`config.mk`:
```
export PLATFORM = sky130hd
export DESIGN_NAME = rwdt_top
export DESIGN_NICKNAME = d
export VERILOG_FILES = /design/src/design/rwdt_pkg.sv /design/src/design/rwdt_if.sv /design/src/design/rwdt_counter.sv /design/src/design/rwdt_rst_stretch.sv /design/src/design/rwdt_top.sv
export SDC_FILE = /design/constraint.sdc
export NUM_CORES = 1
export LEC_CHECK = 0
export ABC_AREA = 1
export BUFFER_PORTS_ARGS = -buffer_cell sky130_fd_sc_hd__buf_2
export CORE_MARGIN = 4
export CORE_UTILIZATION = 40
export CTS_CLUSTER_SIZE = 28
export DETAILED_ROUTE_END_ITERATION = 6
export PLACE_DENSITY = 0.67
export SETUP_SLACK_MARGIN = 0.3
export SYNTH_ARGS = -nofsm -noshare
export SYNTH_HDL_FRONTEND = slang
export SYNTH_SLANG_ARGS = --single-unit
```
`constraint.sdc`:
```
create_clock -name pclk -period 3 [get_ports pclk]
set_clock_uncertainty 0.1 [all_clocks]
set_input_delay 0.45 -clock pclk [delete_from_list [all_inputs] [get_ports pclk]]
set_output_delay 0.45 -clock pclk [all_outputs]
set_load 0.01 [all_outputs]
```
`src/design/rwdt_pkg.sv`:
```
// Purpose: shared constants and types of the runaway watchdog timer
// Assumes: one clock pclk at 200 MHz, registers reached over APB
// Notes: all offsets are byte addresses on a 32-bit APB
package rwdt_pkg;

  // counter geometry
  localparam int RWDT_CNT_W = 22;
  localparam int RWDT_TAP_BASE = 15;
  localparam int RWDT_TAP_STEP = 2;

  // apb register map, byte addresses
  localparam int RWDT_ADDR_W = 8;
  localparam logic [7:0] RWDT_OFF_MODE = 8'h00;
  localparam logic [7:0] RWDT_OFF_CMD = 8'h04;
  localparam logic [7:0] RWDT_OFF_STAT = 8'h08;
  localparam logic [7:0] RWDT_OFF_MASK = 8'h0c;
  localparam logic [7:0] RWDT_OFF_STATE = 8'h10;
  localparam logic [7:0] RWDT_OFF_COUNT = 8'h14;

  // mode control field positions
  localparam int RWDT_MODE_EN_BIT = 7;
  localparam int RWDT_MODE_TSEL_LO = 5;
  localparam int RWDT_MODE_I2RUN_BIT = 3;
  localparam int RWDT_MODE_RLINK_BIT = 1;
  localparam logic [7:0] RWDT_MODE_WMASK = 8'hea;

  // values after reset
  localparam logic [1:0] RWDT_TSEL_RST = 2'h0;
  localparam logic RWDT_EN_RST = 1'b1;
  localparam logic RWDT_I2RUN_RST = 1'b0;
  localparam logic RWDT_RLINK_RST = 1'b0;
  localparam logic [1:0] RWDT_STAT_RST = 2'h0;
  localparam logic [1:0] RWDT_MASK_RST = 2'h0;

  // command codes
  localparam logic [7:0] RWDT_CMD_CLEAR = 8'h4e;
  localparam logic [7:0] RWDT_CMD_DISABLE = 8'hb1;

  // interrupt status layout
  localparam int RWDT_ST_W = 2;
  localparam int RWDT_ST_OVF_BIT = 0;
  localparam int RWDT_ST_RST_BIT = 1;

  // internal reset length in system clock periods
  localparam int RWDT_RST_MIN_CYC = 22;
  localparam int RWDT_RST_MAX_CYC = 29;
  localparam int RWDT_RST_CYC = (RWDT_RST_MIN_CYC + RWDT_RST_MAX_CYC) / 2;
  localparam int RWDT_RST_CNT_W = 5;

  typedef enum logic [0:0] {
    RWDT_RUNNING = 1'b0,
    RWDT_DISABLED = 1'b1
  } rwdt_en_state_t;

  typedef enum logic [0:0] {
    RWDT_RST_IDLE = 1'b0,
    RWDT_RST_HOLD = 1'b1
  } rwdt_rst_state_t;

  // all-ones mask below the selected overflow tap
  function automatic logic [RWDT_CNT_W-1:0] rwdt_tap_mask(input logic [1:0] sel);
    logic [RWDT_CNT_W-1:0] one;
    one = {{(RWDT_CNT_W-1){1'b0}}, 1'b1};
    return (one << (RWDT_TAP_BASE + RWDT_TAP_STEP * int'(sel))) - one;
  endfunction

endpackage

```
`src/design/rwdt_if.sv`:
```
// Purpose: carrier between the watchdog control and its counter and reset stretcher
// Assumes: all signals on pclk
// Notes: no clocking block
`timescale 1ns/100ps
interface rwdt_if;
  logic run;
  logic clear;
  logic [1:0] tsel;
  logic overflow;
  logic [rwdt_pkg::RWDT_CNT_W-1:0] count;
  logic rst_trig;
  logic rst_busy;
  logic sys_rst;

  modport ctl (output run, clear, tsel, rst_trig, input overflow, count, rst_busy, sys_rst);
  modport cnt (input run, clear, tsel, output overflow, count);
  modport rst (input rst_trig, output rst_busy, sys_rst);
endinterface

```
`src/design/rwdt_counter.sv`:
```
// Purpose: 22-stage binary counter with selectable overflow tap
// Assumes: run and clear come from logic on pclk
// Notes: overflow is a one-cycle pulse each time the selected tap is passed
`timescale 1ns/100ps
module rwdt_counter (
  input wire logic pclk,
  input wire logic presetn,
  rwdt_if.cnt cif
);

  logic [rwdt_pkg::RWDT_CNT_W-1:0] cnt_r;
  logic [rwdt_pkg::RWDT_CNT_W-1:0] tap_mask;
  logic ovf_r;

  // mask of the bits below the chosen tap
  assign tap_mask = rwdt_pkg::rwdt_tap_mask(cif.tsel);

  // counting, clear restarts at zero
  always_ff @(posedge pclk or negedge presetn) begin
    if (!presetn) begin
      cnt_r <= '0;
    end else if (cif.clear) begin
      cnt_r <= '0;
    end else if (cif.run) begin
      cnt_r <= cnt_r + {{(rwdt_pkg::RWDT_CNT_W-1){1'b0}}, 1'b1};
    end
  end

  // overflow pulse registered from the last count before the tap, high in the next cycle
  always_ff @(posedge pclk or negedge presetn) begin
    if (!presetn) begin
      ovf_r <= 1'b0;
    end else begin
      ovf_r <= cif.run && !cif.clear && ((cnt_r & tap_mask) == tap_mask);
    end
  end

  assign cif.overflow = ovf_r;
  assign cif.count = cnt_r;

endmodule

```
`src/design/rwdt_rst_stretch.sv`:
```
// Purpose: stretches an overflow into a fixed-length internal reset
// Assumes: trigger is a pulse on pclk
// Notes: triggers during a running reset are ignored
`timescale 1ns/100ps
module rwdt_rst_stretch (
  input wire logic pclk,
  input wire logic presetn,
  rwdt_if.rst rif
);

  rwdt_pkg::rwdt_rst_state_t state_r;
  logic [rwdt_pkg::RWDT_RST_CNT_W-1:0] left_r;

  // hold for the fixed number of system clocks
  always_ff @(posedge pclk or negedge presetn) begin
    if (!presetn) begin
      state_r <= rwdt_pkg::RWDT_RST_IDLE;
      left_r <= '0;
    end else begin
      case (state_r)
        rwdt_pkg::RWDT_RST_IDLE: begin
          if (rif.rst_trig) begin
            state_r <= rwdt_pkg::RWDT_RST_HOLD;
            left_r <= rwdt_pkg::RWDT_RST_CNT_W'(rwdt_pkg::RWDT_RST_CYC - 1);
          end
        end
        rwdt_pkg::RWDT_RST_HOLD: begin
          if (left_r == '0) begin
            state_r <= rwdt_pkg::RWDT_RST_IDLE;
          end else begin
            left_r <= left_r - 1'b1;
          end
        end
        default: begin
          state_r <= rwdt_pkg::RWDT_RST_IDLE;
        end
      endcase
    end
  end

  assign rif.sys_rst = (state_r == rwdt_pkg::RWDT_RST_HOLD);
  assign rif.rst_busy = (state_r == rwdt_pkg::RWDT_RST_HOLD);

endmodule

```
`src/design/rwdt_top.sv`:
```
// Purpose: runaway watchdog timer with apb registers, nmi and internal reset
// Assumes: low-power mode inputs come from the power controller on pclk
// Notes: internal_reset is a separate output and never touches the reset pin
//
// The APB interface to the registers and the placing of the registers are this design's own decisions.
`timescale 1ns/100ps

////////////////////////////////////////////////////////////////////////////////
module rwdt_top (
  input wire logic pclk,
  input wire logic presetn,
  input wire logic psel,
  input wire logic penable,
  input wire logic pwrite,
  input wire logic [rwdt_pkg::RWDT_ADDR_W-1:0] paddr,
  input wire logic [31:0] pwdata,
  output logic [31:0] prdata,
  output logic pready,
  output logic pslverr,
  input wire logic idle_level_one,
  input wire logic idle_level_two,
  input wire logic stop_mode,
  output logic watchdog_nmi_request,
  output logic irq,
  output logic internal_reset
);

  ////////////////////////////////////////////////////////////////////////////////
  // declarations

  rwdt_if wif ();

  logic [1:0] timeout_select_r;
  logic watchdog_enable_bit_r;
  logic idle_two_run_enable_r;
  logic reset_link_bit_r;
  rwdt_pkg::rwdt_en_state_t en_state_r;
  logic [rwdt_pkg::RWDT_ST_W-1:0] stat_r;
  logic [rwdt_pkg::RWDT_ST_W-1:0] mask_r;
  logic [rwdt_pkg::RWDT_ST_W-1:0] stat_nxt;
  logic [rwdt_pkg::RWDT_ST_W-1:0] mask_nxt;
  logic nmi_r;
  logic irq_r;
  logic [31:0] prdata_r;
  logic [31:0] rd_word;
  logic [31:0] state_word;
  logic [5:0] reg_sel;
  logic [7:0] cmd_byte;
  logic wr_en;
  logic rd_en;
  logic mapped;
  logic wr_mode;
  logic wr_cmd;
  logic wr_stat;
  logic wr_mask;
  logic cmd_clear;
  logic cmd_disable;
  logic halted;
  logic deep_halt;
  logic idle_two_halt;
  logic active;

  ////////////////////////////////////////////////////////////////////////////////
  // address decode

  // one-hot select: mode, command, status, mask, state, count; zero for a hole
  function automatic logic [5:0] rwdt_reg_sel(input logic [rwdt_pkg::RWDT_ADDR_W-1:0] a);
    logic [5:0] s;
    s = 6'h00;
    s[0] = (a == rwdt_pkg::RWDT_OFF_MODE);
    s[1] = (a == rwdt_pkg::RWDT_OFF_CMD);
    s[2] = (a == rwdt_pkg::RWDT_OFF_STAT);
    s[3] = (a == rwdt_pkg::RWDT_OFF_MASK);
    s[4] = (a == rwdt_pkg::RWDT_OFF_STATE);
    s[5] = (a == rwdt_pkg::RWDT_OFF_COUNT);
    return s;
  endfunction

  // write qualifier in the access phase, read qualifier in either phase, zero wait states
  assign wr_en = psel && penable && pwrite;
  assign rd_en = psel && !pwrite;
  assign reg_sel = rwdt_reg_sel(paddr);
  assign mapped = |reg_sel;

  // per-register write strobes
  assign wr_mode = wr_en && reg_sel[0];
  assign wr_cmd = wr_en && reg_sel[1];
  assign wr_stat = wr_en && reg_sel[2];
  assign wr_mask = wr_en && reg_sel[3];

  // only the two codes are recognised, in the low byte
  assign cmd_byte = pwdata[7:0];
  assign cmd_clear = wr_cmd && (cmd_byte == rwdt_pkg::RWDT_CMD_CLEAR);
  assign cmd_disable = wr_cmd && (cmd_byte == rwdt_pkg::RWDT_CMD_DISABLE);

  // bus answer
  assign pready = 1'b1;
  assign pslverr = psel && penable && !mapped;

  ////////////////////////////////////////////////////////////////////////////////
  // mode control register

  // timeout select field
  always_ff @(posedge pclk or negedge presetn) begin
    if (!presetn) begin
      timeout_select_r <= rwdt_pkg::RWDT_TSEL_RST;
    end else if (wr_mode) begin
      timeout_select_r <= pwdata[rwdt_pkg::RWDT_MODE_TSEL_LO +: 2];
    end
  end

  // enable bit, active out of reset
  always_ff @(posedge pclk or negedge presetn) begin
    if (!presetn) begin
      watchdog_enable_bit_r <= rwdt_pkg::RWDT_EN_RST;
    end else if (wr_mode) begin
      watchdog_enable_bit_r <= pwdata[rwdt_pkg::RWDT_MODE_EN_BIT];
    end
  end

  // idle two run enable, must be set before entering idle two
  always_ff @(posedge pclk or negedge presetn) begin
    if (!presetn) begin
      idle_two_run_enable_r <= rwdt_pkg::RWDT_I2RUN_RST;
    end else if (wr_mode) begin
      idle_two_run_enable_r <= pwdata[rwdt_pkg::RWDT_MODE_I2RUN_BIT];
    end
  end

  // reset link bit, no reset by default
  always_ff @(posedge pclk or negedge presetn) begin
    if (!presetn) begin
      reset_link_bit_r <= rwdt_pkg::RWDT_RLINK_RST;
    end else if (wr_mode) begin
      reset_link_bit_r <= pwdata[rwdt_pkg::RWDT_MODE_RLINK_BIT];
    end
  end

  ////////////////////////////////////////////////////////////////////////////////
  // enable state

  // two-step disable, one-step enable
  always_ff @(posedge pclk or negedge presetn) begin
    if (!presetn) begin
      en_state_r <= rwdt_pkg::RWDT_RUNNING;
    end else begin
      case (en_state_r)
        rwdt_pkg::RWDT_RUNNING: begin
          if (cmd_disable && !watchdog_enable_bit_r) begin
            en_state_r <= rwdt_pkg::RWDT_DISABLED;
          end
        end
        rwdt_pkg::RWDT_DISABLED: begin
          if (wr_mode && pwdata[rwdt_pkg::RWDT_MODE_EN_BIT]) begin
            en_state_r <= rwdt_pkg::RWDT_RUNNING;
          end
        end
        default: begin
          en_state_r <= rwdt_pkg::RWDT_RUNNING;
        end
      endcase
    end
  end

  assign active = (en_state_r == rwdt_pkg::RWDT_RUNNING);

  ////////////////////////////////////////////////////////////////////////////////
  // counter control

  // low-power modes that freeze the count
  assign deep_halt = idle_level_one || stop_mode;
  assign idle_two_halt = idle_level_two && !idle_two_run_enable_r;
  assign halted = deep_halt || idle_two_halt;

  // count only while enabled, awake and not resetting
  assign wif.run = active && !halted && !wif.sys_rst;
  // clear code restarts; a disabled watchdog holds zero
  assign wif.clear = cmd_clear || !active;
  assign wif.tsel = timeout_select_r;
  // overflow reaches the reset only when linked
  assign wif.rst_trig = wif.overflow && reset_link_bit_r && !wif.rst_busy;

  rwdt_counter u_counter (
    .pclk(pclk),
    .presetn(presetn),
    .cif(wif)
  );

  rwdt_rst_stretch u_rst (
    .pclk(pclk),
    .presetn(presetn),
    .rif(wif)
  );

  ////////////////////////////////////////////////////////////////////////////////
  // nmi and internal reset

  // one-cycle non-maskable request on each overflow
  always_ff @(posedge pclk or negedge presetn) begin
    if (!presetn) begin
      nmi_r <= 1'b0;
    end else begin
      nmi_r <= wif.overflow;
    end
  end

  assign watchdog_nmi_request = nmi_r;
  // separate internal net, pin level untouched
  assign internal_reset = wif.sys_rst;

  ////////////////////////////////////////////////////////////////////////////////
  // interrupt status and mask

  // sticky events, a new event wins over a write-one clear
  always_comb begin
    stat_nxt = stat_r;
    if (wr_stat) begin
      stat_nxt = stat_nxt & ~pwdata[rwdt_pkg::RWDT_ST_W-1:0];
    end
    if (wif.overflow) begin
      stat_nxt[rwdt_pkg::RWDT_ST_OVF_BIT] = 1'b1;
    end
    if (wif.rst_trig) begin
      stat_nxt[rwdt_pkg::RWDT_ST_RST_BIT] = 1'b1;
    end
  end

  // status register
  always_ff @(posedge pclk or negedge presetn) begin
    if (!presetn) begin
      stat_r <= rwdt_pkg::RWDT_STAT_RST;
    end else begin
      stat_r <= stat_nxt;
    end
  end

  // mask value after this edge
  always_comb begin
    mask_nxt = mask_r;
    if (wr_mask) begin
      mask_nxt = pwdata[rwdt_pkg::RWDT_ST_W-1:0];
    end
  end

  // mask register
  always_ff @(posedge pclk or negedge presetn) begin
    if (!presetn) begin
      mask_r <= rwdt_pkg::RWDT_MASK_RST;
    end else begin
      mask_r <= mask_nxt;
    end
  end

  // level interrupt from a flop, follows status and mask in the same cycle
  always_ff @(posedge pclk or negedge presetn) begin
    if (!presetn) begin
      irq_r <= 1'b0;
    end else begin
      irq_r <= |(stat_nxt & mask_nxt);
    end
  end

  assign irq = irq_r;

  ////////////////////////////////////////////////////////////////////////////////
  // read data

  // mode control fields packed into a bus word, unused bits zero
  function automatic logic [31:0] rwdt_mode_word(
    input logic en,
    input logic [1:0] tsel,
    input logic i2run,
    input logic rlink
  );
    logic [31:0] w;
    w = 32'h0000_0000;
    w[rwdt_pkg::RWDT_MODE_EN_BIT] = en;
    w[rwdt_pkg::RWDT_MODE_TSEL_LO +: 2] = tsel;
    w[rwdt_pkg::RWDT_MODE_I2RUN_BIT] = i2run;
    w[rwdt_pkg::RWDT_MODE_RLINK_BIT] = rlink;
    return w;
  endfunction

  // live state: internal reset, halted, active
  assign state_word = {29'h0000_0000, internal_reset, halted, active};

  // word presented for a read of the addressed register
  always_comb begin
    rd_word = 32'h0000_0000;
    case (paddr)
      rwdt_pkg::RWDT_OFF_MODE: begin
        rd_word = rwdt_mode_word(watchdog_enable_bit_r, timeout_select_r, idle_two_run_enable_r, reset_link_bit_r);
      end
      rwdt_pkg::RWDT_OFF_STAT: begin
        rd_word = {{(32-rwdt_pkg::RWDT_ST_W){1'b0}}, stat_r};
      end
      rwdt_pkg::RWDT_OFF_MASK: begin
        rd_word = {{(32-rwdt_pkg::RWDT_ST_W){1'b0}}, mask_r};
      end
      rwdt_pkg::RWDT_OFF_STATE: begin
        rd_word = state_word;
      end
      rwdt_pkg::RWDT_OFF_COUNT: begin
        rd_word = {{(32-rwdt_pkg::RWDT_CNT_W){1'b0}}, wif.count};
      end
      default: begin
        rd_word = 32'h0000_0000; // command register reads as zero
      end
    endcase
  end

  // captured in the setup cycle, stands during the access phase
  always_ff @(posedge pclk or negedge presetn) begin
    if (!presetn) begin
      prdata_r <= 32'h0000_0000;
    end else if (rd_en && !penable) begin
      prdata_r <= rd_word;
    end
  end

  assign prdata = prdata_r;

endmodule

```
==> results of run 1 <==
## synthesized netlist by cell type (all sizes together) (2+ instances only)
| library cell | instances | share of area |
|---|---|---|
| o22ai | 4 | 0.0069 |
| dfrtp | 62 | 0.43 |
| o21ai | 15 | 0.021 |
| nand3 | 39 | 0.063 |
| nand4 | 12 | 0.021 |
| a21oi | 8 | 0.011 |
| nor2 | 83 | 0.12 |
| clkbuf | 2 | 0.0021 |
| nand2 | 138 | 0.15 |
| xor2 | 3 | 0.0072 |
| and2 | 3 | 0.0052 |
| nand3b | 2 | 0.0041 |
| o31ai | 12 | 0.025 |
| buf | 15 | 0.031 |
| nor3 | 9 | 0.014 |
| conb | 2 | 0.0021 |
| ha | 6 | 0.021 |
| inv | 52 | 0.054 |
## stage by stage
step / instance area, um^2 / cells / utilization / total power (W)
2_1_floorplan: 3670 / 483 / - / 0.00107
3_3_place_gp: 3950 / 626 / 0.451 / 0.00113
3_5_place_dp: 3950 / 626 / 0.451 / 0.00114
4_1_cts: 4150 / 642 / 0.474 / 0.00188
5_1_grt: 4150 / 642 / 0.474 / 0.00196
6_report: 4150 / 642 / 0.474 / 0.00186
## how the worst max path moves through the flow
stage | cells after the start | start | to
after floorplan | 6 | paddr[5] | pslverr
final | 8 | paddr[5] | pslverr
after CTS | 8 | paddr[5] | pslverr
after global routing | 8 | paddr[5] | pslverr
after detailed placement | 8 | paddr[5] | pslverr
after global placement | 8 | paddr[0] | pslverr
## registers in the layout, indices dropped and copies added, names as in the netlist, 2 cells and up
signal and count:
stat_r 2, prdata 22, u_rst.left_r 5, timeout_select_r 2, mask_r 2, u_counter.cif.count 22
## area by class of cell
type	count	area share
multi-input combinational	350	0.427
inverter	53	0.0479
timing repair buffer	52	0.0645
sequential	63	0.380
clock buffer	10	0.0332
tap	108	0.0325
clock inverter	6	0.0145
## kinds of logic (layout without fill, tap and decap cells)
family | count (synthesis) | count (layout)
AOI/OAI and AO/OA | 40 | 40
xor gates and xnor gates | 4 | 4
adders and majority gates | 6 | 6
buffers and inverters | 70 | 121
DFF | 63 | 63
other | 2 | 13
and+or+nand+nor | 287 | 287
## worst reg2reg max path: stages, from the launching register on
cell and delay [ns]:
dfrtp_1 0.44, ha_1 0.18, inv_1 0.07, nor2_4 0.15
nand2_2 0.10, nor2_8 0.18, nand2_1 0.09, nand2_1 0.07
nand2_1 0.05, nor2_1 0.12
## routing by layer
layer,track usage,part of all wire
met5,0,0
met3,0.0436,0.048
met2,0.274,0.48
met4,0.0508,0.017
met1,0.205,0.46
## where the power goes
part	switching, W	internal [W]	leakage, nW	total, W
clock network	0.000344	0.000401	0.0981	0.000745
logic	0.000121	0.0000666	1.35	0.000188
registers	0.0000468	0.000884	0.790	0.000931
==> run_results.csv, run 1 <==
group,metric,value,unit
logic_synthesis,synth-seq-cells,63,
clock_tree,hold_buffers,0,
logic_synthesis,synth_edf_count,0,
logic_synthesis,synthArstFlopShare,1.00,
clock_tree,htreeDepth,3,
clock_tree,postCtsSetupBuffers,0,
cells_and_area,syn2layout_area_growth,14.3,%
floorplan,ioPinCount,85,
clock_tree,ctsLongestPathBuffers,2,
cells_and_area,drive_gt1_frac,0.204,
timing,final_max_slew_viol_count,0,
timing,setup-violations-final,0,
floorplan,fp.coreArea,8760,um^2
timing,fin_hold_ws,0.177,ns
run,max-cap-violations,0,
setup_path,cp_max_fo,6,
setup_path,path_class,"primary input to output pin",
logic_synthesis,synthXorXnorAreaFrac,0.00965,
setup_path,cp_top_family,"simple AND/OR/NAND/NOR gates",
logic_synthesis,synth_top_family_by_area,"simple AND/OR/NAND/NOR gates",
setup_path,cpPeakStageDelay,0.20,ns
power,p_per_area,449,nW/um^2
setup_path,cp_slowest_cell,"inv_1",
route,viasPerCell,4.96,
cells_and_area,regArea,1580,um^2
logic_synthesis,syn_area_per_cell,7.69,um^2
clock_tree,postCtsResizedCells,0,
setup_path,crit_path_start_kind,"primary input",
route,drt-total-wl,8190,um
setup_path,cp_data_required_time,2.45,ns
floorplan,die_y,103,um
logic_synthesis,ys_seq_area_frac,0.435,
timing,period_needed,2.04,ns
setup_path,r2r_cells,9,
floorplan,rows,34,
timing,worst_slack,0.965,ns
place,dp_hpwl,6150,um
floorplan,start_util,0.414,
cells_and_area,fin_nets,583,
global_route,gr-usage-all-layers,0.163,
place,port-buffer-count,49,
setup_path,rrSetupSlack,1.39,ns
route,routedWlPerCell,12.8,um
global_route,grt_max_degree,47,
clock_tree,cts_buffers,9,
route,firstDrtPassIters,4,
timing,rsz0062_at_grt,"no",
power,power_leakage,2.24,nW
route,post-route-drc-count,0,
clock_tree,root_buffer,"clkbuf_8",
cells_and_area,fill_cells,896,
clock_tree,cts_tree,"built",
setup_path,rr_startpoint,"u_counter.cif.count[0]$_DFFE_PN0P_",
setup_path,crit_arrival,1.49,ns
setup_path,path_cells,"buf_2 > nor2_1 > nand2_1 > nor2_1 > inv_1 > nand3_1 > nor3_1 > buf_2",
logic_synthesis,yosys.area_share.adder,0.0207,
global_route,grt_pass1_wl,13700,um
timing,hold_viol_final,0,
clock_tree,clk_pin_slew_worst_paths,0.07,ns
setup_path,endpoint_kind,"output pin",
timing,fmax,0.491,GHz
setup_path,critPathBufInv,3,
cells_and_area,num_antenna_cells,0,
place,gp_congestion,0.835,
timing,slew_headroom,0.319,
logic_synthesis,synth_compound_area_frac,0.0662,
timing,fin_tns_setup,0,ns
timing,finalCritPeriodShare,0.678,
clock_tree,insertion_delay,0.35,ns
floorplan,dieArea,10700,um^2
power,max-vdd-ir-drop,0.000173,V
route,vias,3186,
logic_synthesis,post_synth_instance_area,3630,um^2
floorplan,die_w,103,um
logic_synthesis,ys.flop_type,"dfrtp_1",
clock_tree,numClockSinks,63,
setup_path,reg2reg_to,"u_counter.cif.count[16]$_DFFE_PN0P_",
logic_synthesis,synth-warning-count,0,
logic_synthesis,synthSimpleGateAreaFrac,0.379,
route,drt-initial-drc-count,131,
logic_synthesis,syn-instance-count,472,
logic_synthesis,yosys-mux-area-fraction,0,
global_route,grt_antenna_before_repair,0,
logic_synthesis,synth_cell_types,36,
cells_and_area,layout_commonest_cell,"nand2_1",
hold_path,hold_class,"primary input to async pin",
global_route,first_global_vias,3003,
cells_and_area,multi_input_area,1770,um^2
status,status,"finished, final reports clean",
cells_and_area,final_cell_mix,"nand2_1 (128), nor2_1 (63), dfrtp_1 (62)",
place,dpl_worst_slack,0.949,ns
global_route,overflow,0,
timing,tightest_slew,1.02,ns
route,ant_nets,0,
Note: power is estimated with default switching activity, not from simulation.
==> run 2, diff against run 1 <==
Clock period 3 ns to 2 ns, I/O delays scaled along.
==> run 2 against run 1 <==
  * Hold slack got worse by 0.073 ns
  * Final cell count up 0.62%
  * Sequential power increased by 50%
  * Global-route usage fell by 0.44 points
  * Critical path depth is the same
  * Setup slack got worse by 0.58 ns
  * Critical endpoint unchanged
  * Largest power group unchanged
  * Highest routed layer unchanged
==> run_results.csv, run 2 (same netlist as run 1, synthesis figures left out) <==
group,metric,value,unit
hold_path,whs_endpoint,"idle_two_run_enable_r$_DFFE_PN0P_",
setup_path,reg2reg_to,"u_counter.cif.overflow$_DFF_PN0_",
route,vias,3172,
route,drt-initial-drc-count,176,
setup_path,cp_top_family,"simple AND/OR/NAND/NOR gates",
global_route,first_global_vias,2870,
setup_path,r2r_cells,7,
cells_and_area,stdcell_count,646,
timing,fin_tns_setup,0,ns
setup_path,path_class,"primary input to output pin",
floorplan,ioPinCount,85,
setup_path,crit_path_start_kind,"primary input",
run,max-cap-violations,0,
timing,setup-violations-final,0,
route,viasPerCell,4.91,
route,firstDrtPassIters,4,
route,drt-total-wl,8080,um
power,max-vdd-ir-drop,0.000336,V
setup_path,cp_max_fo,6,
cells_and_area,fill_cells,851,
global_route,grt_pass1_wl,13100,um
clock_tree,insertion_delay,0.35,ns
cells_and_area,num_antenna_cells,0,
timing,rsz0062_at_grt,"no",
global_route,overflow,0,
floorplan,die_w,103,um
setup_path,cp_data_required_time,1.60,ns
setup_path,endpoint_kind,"output pin",
cells_and_area,regArea,1580,um^2
place,port-buffer-count,49,
setup_path,cpPeakStageDelay,0.18,ns
setup_path,crit_top_cell,"buf_2",
timing,slew_headroom,0.571,
hold_path,min_from,"pwdata[3]",
hold_path,hold_class,"primary input to flop",
cells_and_area,final_cell_mix,"nand2_1 (127), nor2_1 (62), dfrtp_1 (60)",
cells_and_area,layout_commonest_cell,"nand2_1",
clock_tree,clk_pin_slew_worst_paths,0.06,ns
route,ant_nets,0,
global_route,gr-usage-all-layers,0.159,
setup_path,rrSetupSlack,0.47,ns
setup_path,crit_arrival,1.21,ns
floorplan,rows,34,
place,gp_congestion,0.854,
floorplan,die_y,103,um
cells_and_area,drive_gt1_frac,0.214,
timing,tightest_slew,0.643,ns
floorplan,dieArea,10700,um^2
timing,hold_viol_final,0,
clock_tree,ctsLongestPathBuffers,2,
setup_path,cp_slowest_cell,"nor2_1",
clock_tree,numClockSinks,63,
cells_and_area,syn2layout_area_growth,15.9,%
global_route,grt_max_degree,35,
cells_and_area,multi_input_area,1780,um^2
floorplan,fp.coreArea,8760,um^2
timing,finalCritPeriodShare,0.806,
clock_tree,root_buffer,"clkbuf_8",
clock_tree,postCtsSetupBuffers,0,
clock_tree,cts_tree,"built",
setup_path,path_cells,"buf_2 > nor2_1 > nand2_1 > nor2_2 > inv_2 > nand3_1 > nor3_1 > buf_2",
timing,final_max_slew_viol_count,0,
setup_path,rr_startpoint,"timeout_select_r[0]$_DFFE_PN0P_",
power,p_per_area,663,nW/um^2
clock_tree,cts_buffers,9,
status,status,"finished, final reports clean",
floorplan,start_util,0.414,
cells_and_area,fin_nets,587,
place,dpl.cell_count,629,
place,dp_hpwl,6190,um
timing,period_needed,1.61,ns
power,power_leakage,2.26,nW
route,routedWlPerCell,12.5,um
hold_path,hold_path_depth,3,
global_route,grt_antenna_before_repair,0,
setup_path,critPathBufInv,3,
timing,fmax,0.621,GHz
clock_tree,htreeDepth,3,
route,post-route-drc-count,0,
## run 2: power breakdown
| group | switching, W | internal, W | leakage [nW] | total [W] |
|---|---|---|---|---|
| logic | 0.000185 | 0.000106 | 1.37 | 0.000291 |
| registers | 0.0000744 | 0.00133 | 0.787 | 0.00140 |
| clock network | 0.000494 | 0.000604 | 0.100 | 0.00110 |
| total | 0.000753 | 0.00204 | 2.26 | 0.00279 |
## run 2: worst max path at each step
| stage | start | endpoint | slack [ns] | depth (start not counted) |
|---|---|---|---|---|
| 6_report | paddr[1] | pslverr | 0.39 | 8 |
| 5_1_grt | paddr[1] | pslverr | 0.30 | 8 |
| 3_3_place_gp | paddr[5] | pslverr | 0.30 | 8 |
| 3_5_place_dp | paddr[1] | pslverr | 0.31 | 8 |
| 2_1_floorplan | paddr[5] | pslverr | 0.57 | 6 |
| 4_1_cts | paddr[1] | pslverr | 0.31 | 8 |
## run 2: worst min-delay path: stages
cell and delay, ns:
buf_2 0.10, nand2_1 0.05, o21ai_0 0.06
## run 2: cell type report
type	instances	area share
clock buffer	12	0.0345
inverter	53	0.0473
sequential	63	0.375
clock inverter	4	0.0107
timing repair buffer	56	0.0773
multi-input combinational	350	0.423
tap	108	0.0321
## run 2: timing repair
item,in CTS,in global routing
hold buffers,1,0
resized for setup,0,5
setup endpoints to repair,0,6
hold endpoints to repair,22,0
## run 2: per-stage QoR
stage / hold slack [ns] / util / area, um^2 / total power, W / setup WS [ns]
3_3_place_gp: 0.261 / 0.457 / 4000 / 0.00171 / 0.297
6_report: 0.104 / 0.480 / 4210 / 0.00279 / 0.389
3_5_place_dp: 0.263 / 0.457 / 4000 / 0.00171 / 0.312
5_1_grt: 0.123 / 0.480 / 4210 / 0.00291 / 0.301
4_1_cts: 0.0879 / 0.479 / 4200 / 0.00282 / 0.305
2_1_floorplan: -0.0956 / - / 3670 / 0.00160 / 0.566
## run 2: routing by layer
layer	vias up	GRT usage	share of wire
li1	1610	-	-
met1	1477	0.212	0.47
met2	72	0.255	0.46
met3	13	0.0241	0.044
met4	0	0.0717	0.020
met5	-	0	0
==> run 3, diff against run 2 <==
Settings changed: ABC_AREA 1 to 0, PLACE_DENSITY 0.67 to 0.7.
Clock period 2 ns to 1.3 ns, I/O delays scaled along.
==> run 3 against run 2 <==
  * The run now ends with negative setup slack left
  * Synthesized cell count decreased by 29%
  * Core utilization up 22 points
  * Sequential share of layout area is 10 points lower
  * Critical path depth fell by 1
  * Critical path type is now flop to flop
  * Global-route usage increased by 5.4 points
  * Wire length up 43%
  * Area after synthesis decreased by 7.6%
  * Via count increased by 14%
  * Setup slack got worse by 0.88 ns
==> run_results.csv, run 3 <==
group,metric,value,unit
timing,worst_slack,-0.490,ns
route,met2_wirelength,6050,um
global_route,grt_antenna_before_repair,0,
setup_path,endpoint_kind,"flop",
setup_path,critPathLaunch,"u_counter.cif.count[10]$_DFFE_PN0P_",
timing,fin_hold_ws,0.0536,ns
logic_synthesis,synthSimpleGateAreaFrac,0.227,
power,p_per_area,900,nW/um^2
power,power_frac_comb,0.248,
global_route,grt_max_degree,64,
logic_synthesis,post_synth_instance_area,3350,um^2
clock_tree,cts_buffers,9,
logic_synthesis,synth_edf_count,0,
logic_synthesis,synth_cell_types,51,
route,routed.top_layer,"met4",
logic_synthesis,synth_top_family_by_area,"simple AND/OR/NAND/NOR gates",
route,drt-initial-drc-count,145,
cells_and_area,layout_commonest_cell,"buf_4",
power,p_seq_frac,0.403,
run,max-cap-violations,0,
route,met1_length,4550,um
power,power.internal,0.00361,W
route,drt-total-wl,11500,um
timing,tightest_slew,0.696,ns
floorplan,ioPinCount,85,
timing,setup-violations-final,34,
logic_synthesis,synth-warning-count,0,
setup_path,rr_startpoint,"u_counter.cif.count[10]$_DFFE_PN0P_",
logic_synthesis,yosys.area_share.adder,0.0224,
setup_path,crit_arrival,1.96,ns
setup_path,crit_path_start_kind,"flop",
timing,final_max_slew_viol_count,0,
route,viasPerCell,5.62,
logic_synthesis,ys_seq_area_frac,0.470,
clock_tree,root_buffer,"clkbuf_8",
clock_tree,insertion_delay,0.34,ns
global_route,gr-usage-all-layers,0.213,
status,violations,"negative setup slack",
hold_path,min_from,"pwdata[6]",
global_route,grt_pass1_wl,16800,um
place,gp_congestion,0.901,
clock_tree,numClockSinks,63,
status,status,"finished, violations left",
route,post-route-drc-count,0,
logic_synthesis,synth_common_cells,"dfrtp_1 (62), nand2_1 (26), a21oi_1 (22), a22o_1 (17)",
timing,hold_viol_final,0,
cells_and_area,drive_gt1_frac,0.567,
route,vias,3611,
cells_and_area,final_cell_mix,"buf_4 (115), dfrtp_1 (61), buf_2 (40)",
logic_synthesis,synthXorXnorAreaFrac,0.0131,
route,routedWlPerCell,17.9,um
floorplan,start_util,0.410,
logic_synthesis,yosysTopAreaCellShare,0.463,
logic_synthesis,yosys.area.top_type,"dfrtp_1",
clock_tree,htreeDepth,3,
route,ant_nets,0,
place,port-buffer-count,49,
hold_path,hold_class,"primary input to flop",
logic_synthesis,ys.flop_type,"dfrtp_1",
logic_synthesis,syn_area_per_cell,9.95,um^2
timing,rsz0062_at_grt,"yes",
global_route,first_global_vias,3584,
timing,slew_headroom,0.532,
power,power_leakage,2.74,nW
route,wl_met3,638,um
logic_synthesis,synthArstFlopShare,1.00,
cells_and_area,fin_nets,587,
setup_path,cp_max_fo,6,
logic_synthesis,yosys-mux-area-fraction,0.0295,
route,firstDrtPassIters,6,
clock_tree,cts_tree,"built",
timing,finalCritPeriodShare,1.38,
power,switching_share,0.302,
cells_and_area,regArea,1580,um^2
setup_path,path_class,"flop to flop",
global_route,overflow,0,
place,dpl-instance-area,4450,um^2
cells_and_area,multi_input_area,2160,um^2
power,p_switching,0.00156,W
power,p_clk_frac,0.349,
setup_path,cp_data_required_time,1.47,ns
clock_tree,ctsLongestPathBuffers,2,
logic_synthesis,syn-instance-count,337,
floorplan,die_w,99.6,um
timing,fmax,0.559,GHz
cells_and_area,stdcell_area,5750,um^2
place,dp_hpwl,6760,um
power,max-vdd-ir-drop,0.000507,V
clock_tree,clk_pin_slew_worst_paths,0.08,ns
timing,fin_tns_setup,-10.36,ns
floorplan,dieArea,9920,um^2
floorplan,rows,33,
floorplan,die_y,99.6,um
logic_synthesis,synth_compound_area_frac,0.176,
cells_and_area,num_antenna_cells,0,
logic_synthesis,synth-seq-cells,63,
logic_synthesis,yosysMostFrequentCell,"dfrtp_1",
cells_and_area,fill_cells,573,
timing,period_needed,1.79,ns
floorplan,fp.coreArea,8180,um^2
cells_and_area,syn2layout_area_growth,71.4,%
logic_synthesis,yosys-top-cells-area,"dfrtp_1 (46%), a22o_1 (4.4%), a21oi_1 (3.3%)",
-- run 3: cell types whose count changed in the layout (fill, tap and decap cells not counted), moves of 17 or more --
cell / delta
buf_6: +36
inv_1: -39
buf_4: +111
nand2_1: -104
nand3_1: -27
a22o_1: +17
nor2_1: -51
-- run 3: final timing paths --
path                                                  endpoint  slack, ns  depth (start not counted)
setup / recovery           u_counter.cif.count[19]$_DFFE_PN0P_      -0.49                          7
max in group asynchronous    watchdog_enable_bit_r$_DFFE_PN1P_       0.47                          3
setup reg to reg           u_counter.cif.count[19]$_DFFE_PN0P_      -0.49                          7
hold / removal                 timeout_select_r[1]$_DFFE_PN0P_       0.05                          2
min in group asynchronous                prdata[9]$_DFFE_PN0P_       0.31                          3
hold reg to reg                          prdata[7]$_DFFE_PN0P_       0.38                          2
-- run 3: layout make-up --
| cell class | count | share of cell area |
|---|---|---|
| inverters | 12 | 0.00827 |
| repair buffers | 199 | 0.282 |
| clock buffers | 12 | 0.0270 |
| well taps | 105 | 0.0228 |
| flip-flops and latches | 63 | 0.275 |
| multi-input cells | 248 | 0.376 |
| clock inverters | 4 | 0.00936 |
-- run 3: stage by stage --
stage | setup WS, ns | cells | util | total power (W)
2_1_floorplan | -0.452 | 348 | - | 0.00254
3_3_place_gp | -0.482 | 565 | 0.545 | 0.00301
3_5_place_dp | -0.521 | 565 | 0.545 | 0.00305
4_1_cts | -0.445 | 620 | 0.645 | 0.00497
5_1_grt | -0.555 | 643 | 0.703 | 0.00539
6_report | -0.490 | 643 | 0.703 | 0.00517
-- run 3: critical path, stage by stage (launching register included) --
cell and delay (ns):
dfrtp_1 0.38, nand4_1 0.20, buf_4 0.21, buf_6 0.12, nor4_4 0.25, buf_4 0.19, nand4_1 0.11, a21oi_2 0.16
-- run 3: repair_timing --
action | 4_1_cts | 5_1_grt
pin swaps | 33 | 22
hold endpoints to repair | 62 | 0
resized for setup | 66 | 59
hold buffers | 1 | 0
cloned | 2 | 2
endpoints found under the setup margin | 85 | 87
buffers inserted | 36 | 21
-- run 3: logic make-up (layout without fill, tap and decap cells) --
family | Yosys count | after routing
simple gates | 128 | 130
compound gates | 85 | 85
flops | 63 | 63
buf+inv | 39 | 227
mux | 9 | 9
fa+ha+maj | 6 | 6
xor+xnor | 5 | 5
other cells | 2 | 13
-- run 3: per-layer routing --
metal | vias up | GRT usage
met2 | 150 | 0.373
met3 | 31 | 0.0498
li1 | 1655 | -
met4 | 0 | 0.0819
met1 | 1775 | 0.251
met5 | - | 0
-- run 3: power by group through the flow --
stage | sequential [W] | clock [W] | combinational, W
after global placement | 0.00211 | 0 | 0.000893
after detailed placement | 0.00212 | 0 | 0.000927
after floorplan | 0.00215 | 0 | 0.000400
final | 0.00209 | 0.00181 | 0.00128
after global routing | 0.00209 | 0.00192 | 0.00138
after CTS | 0.00208 | 0.00181 | 0.00108
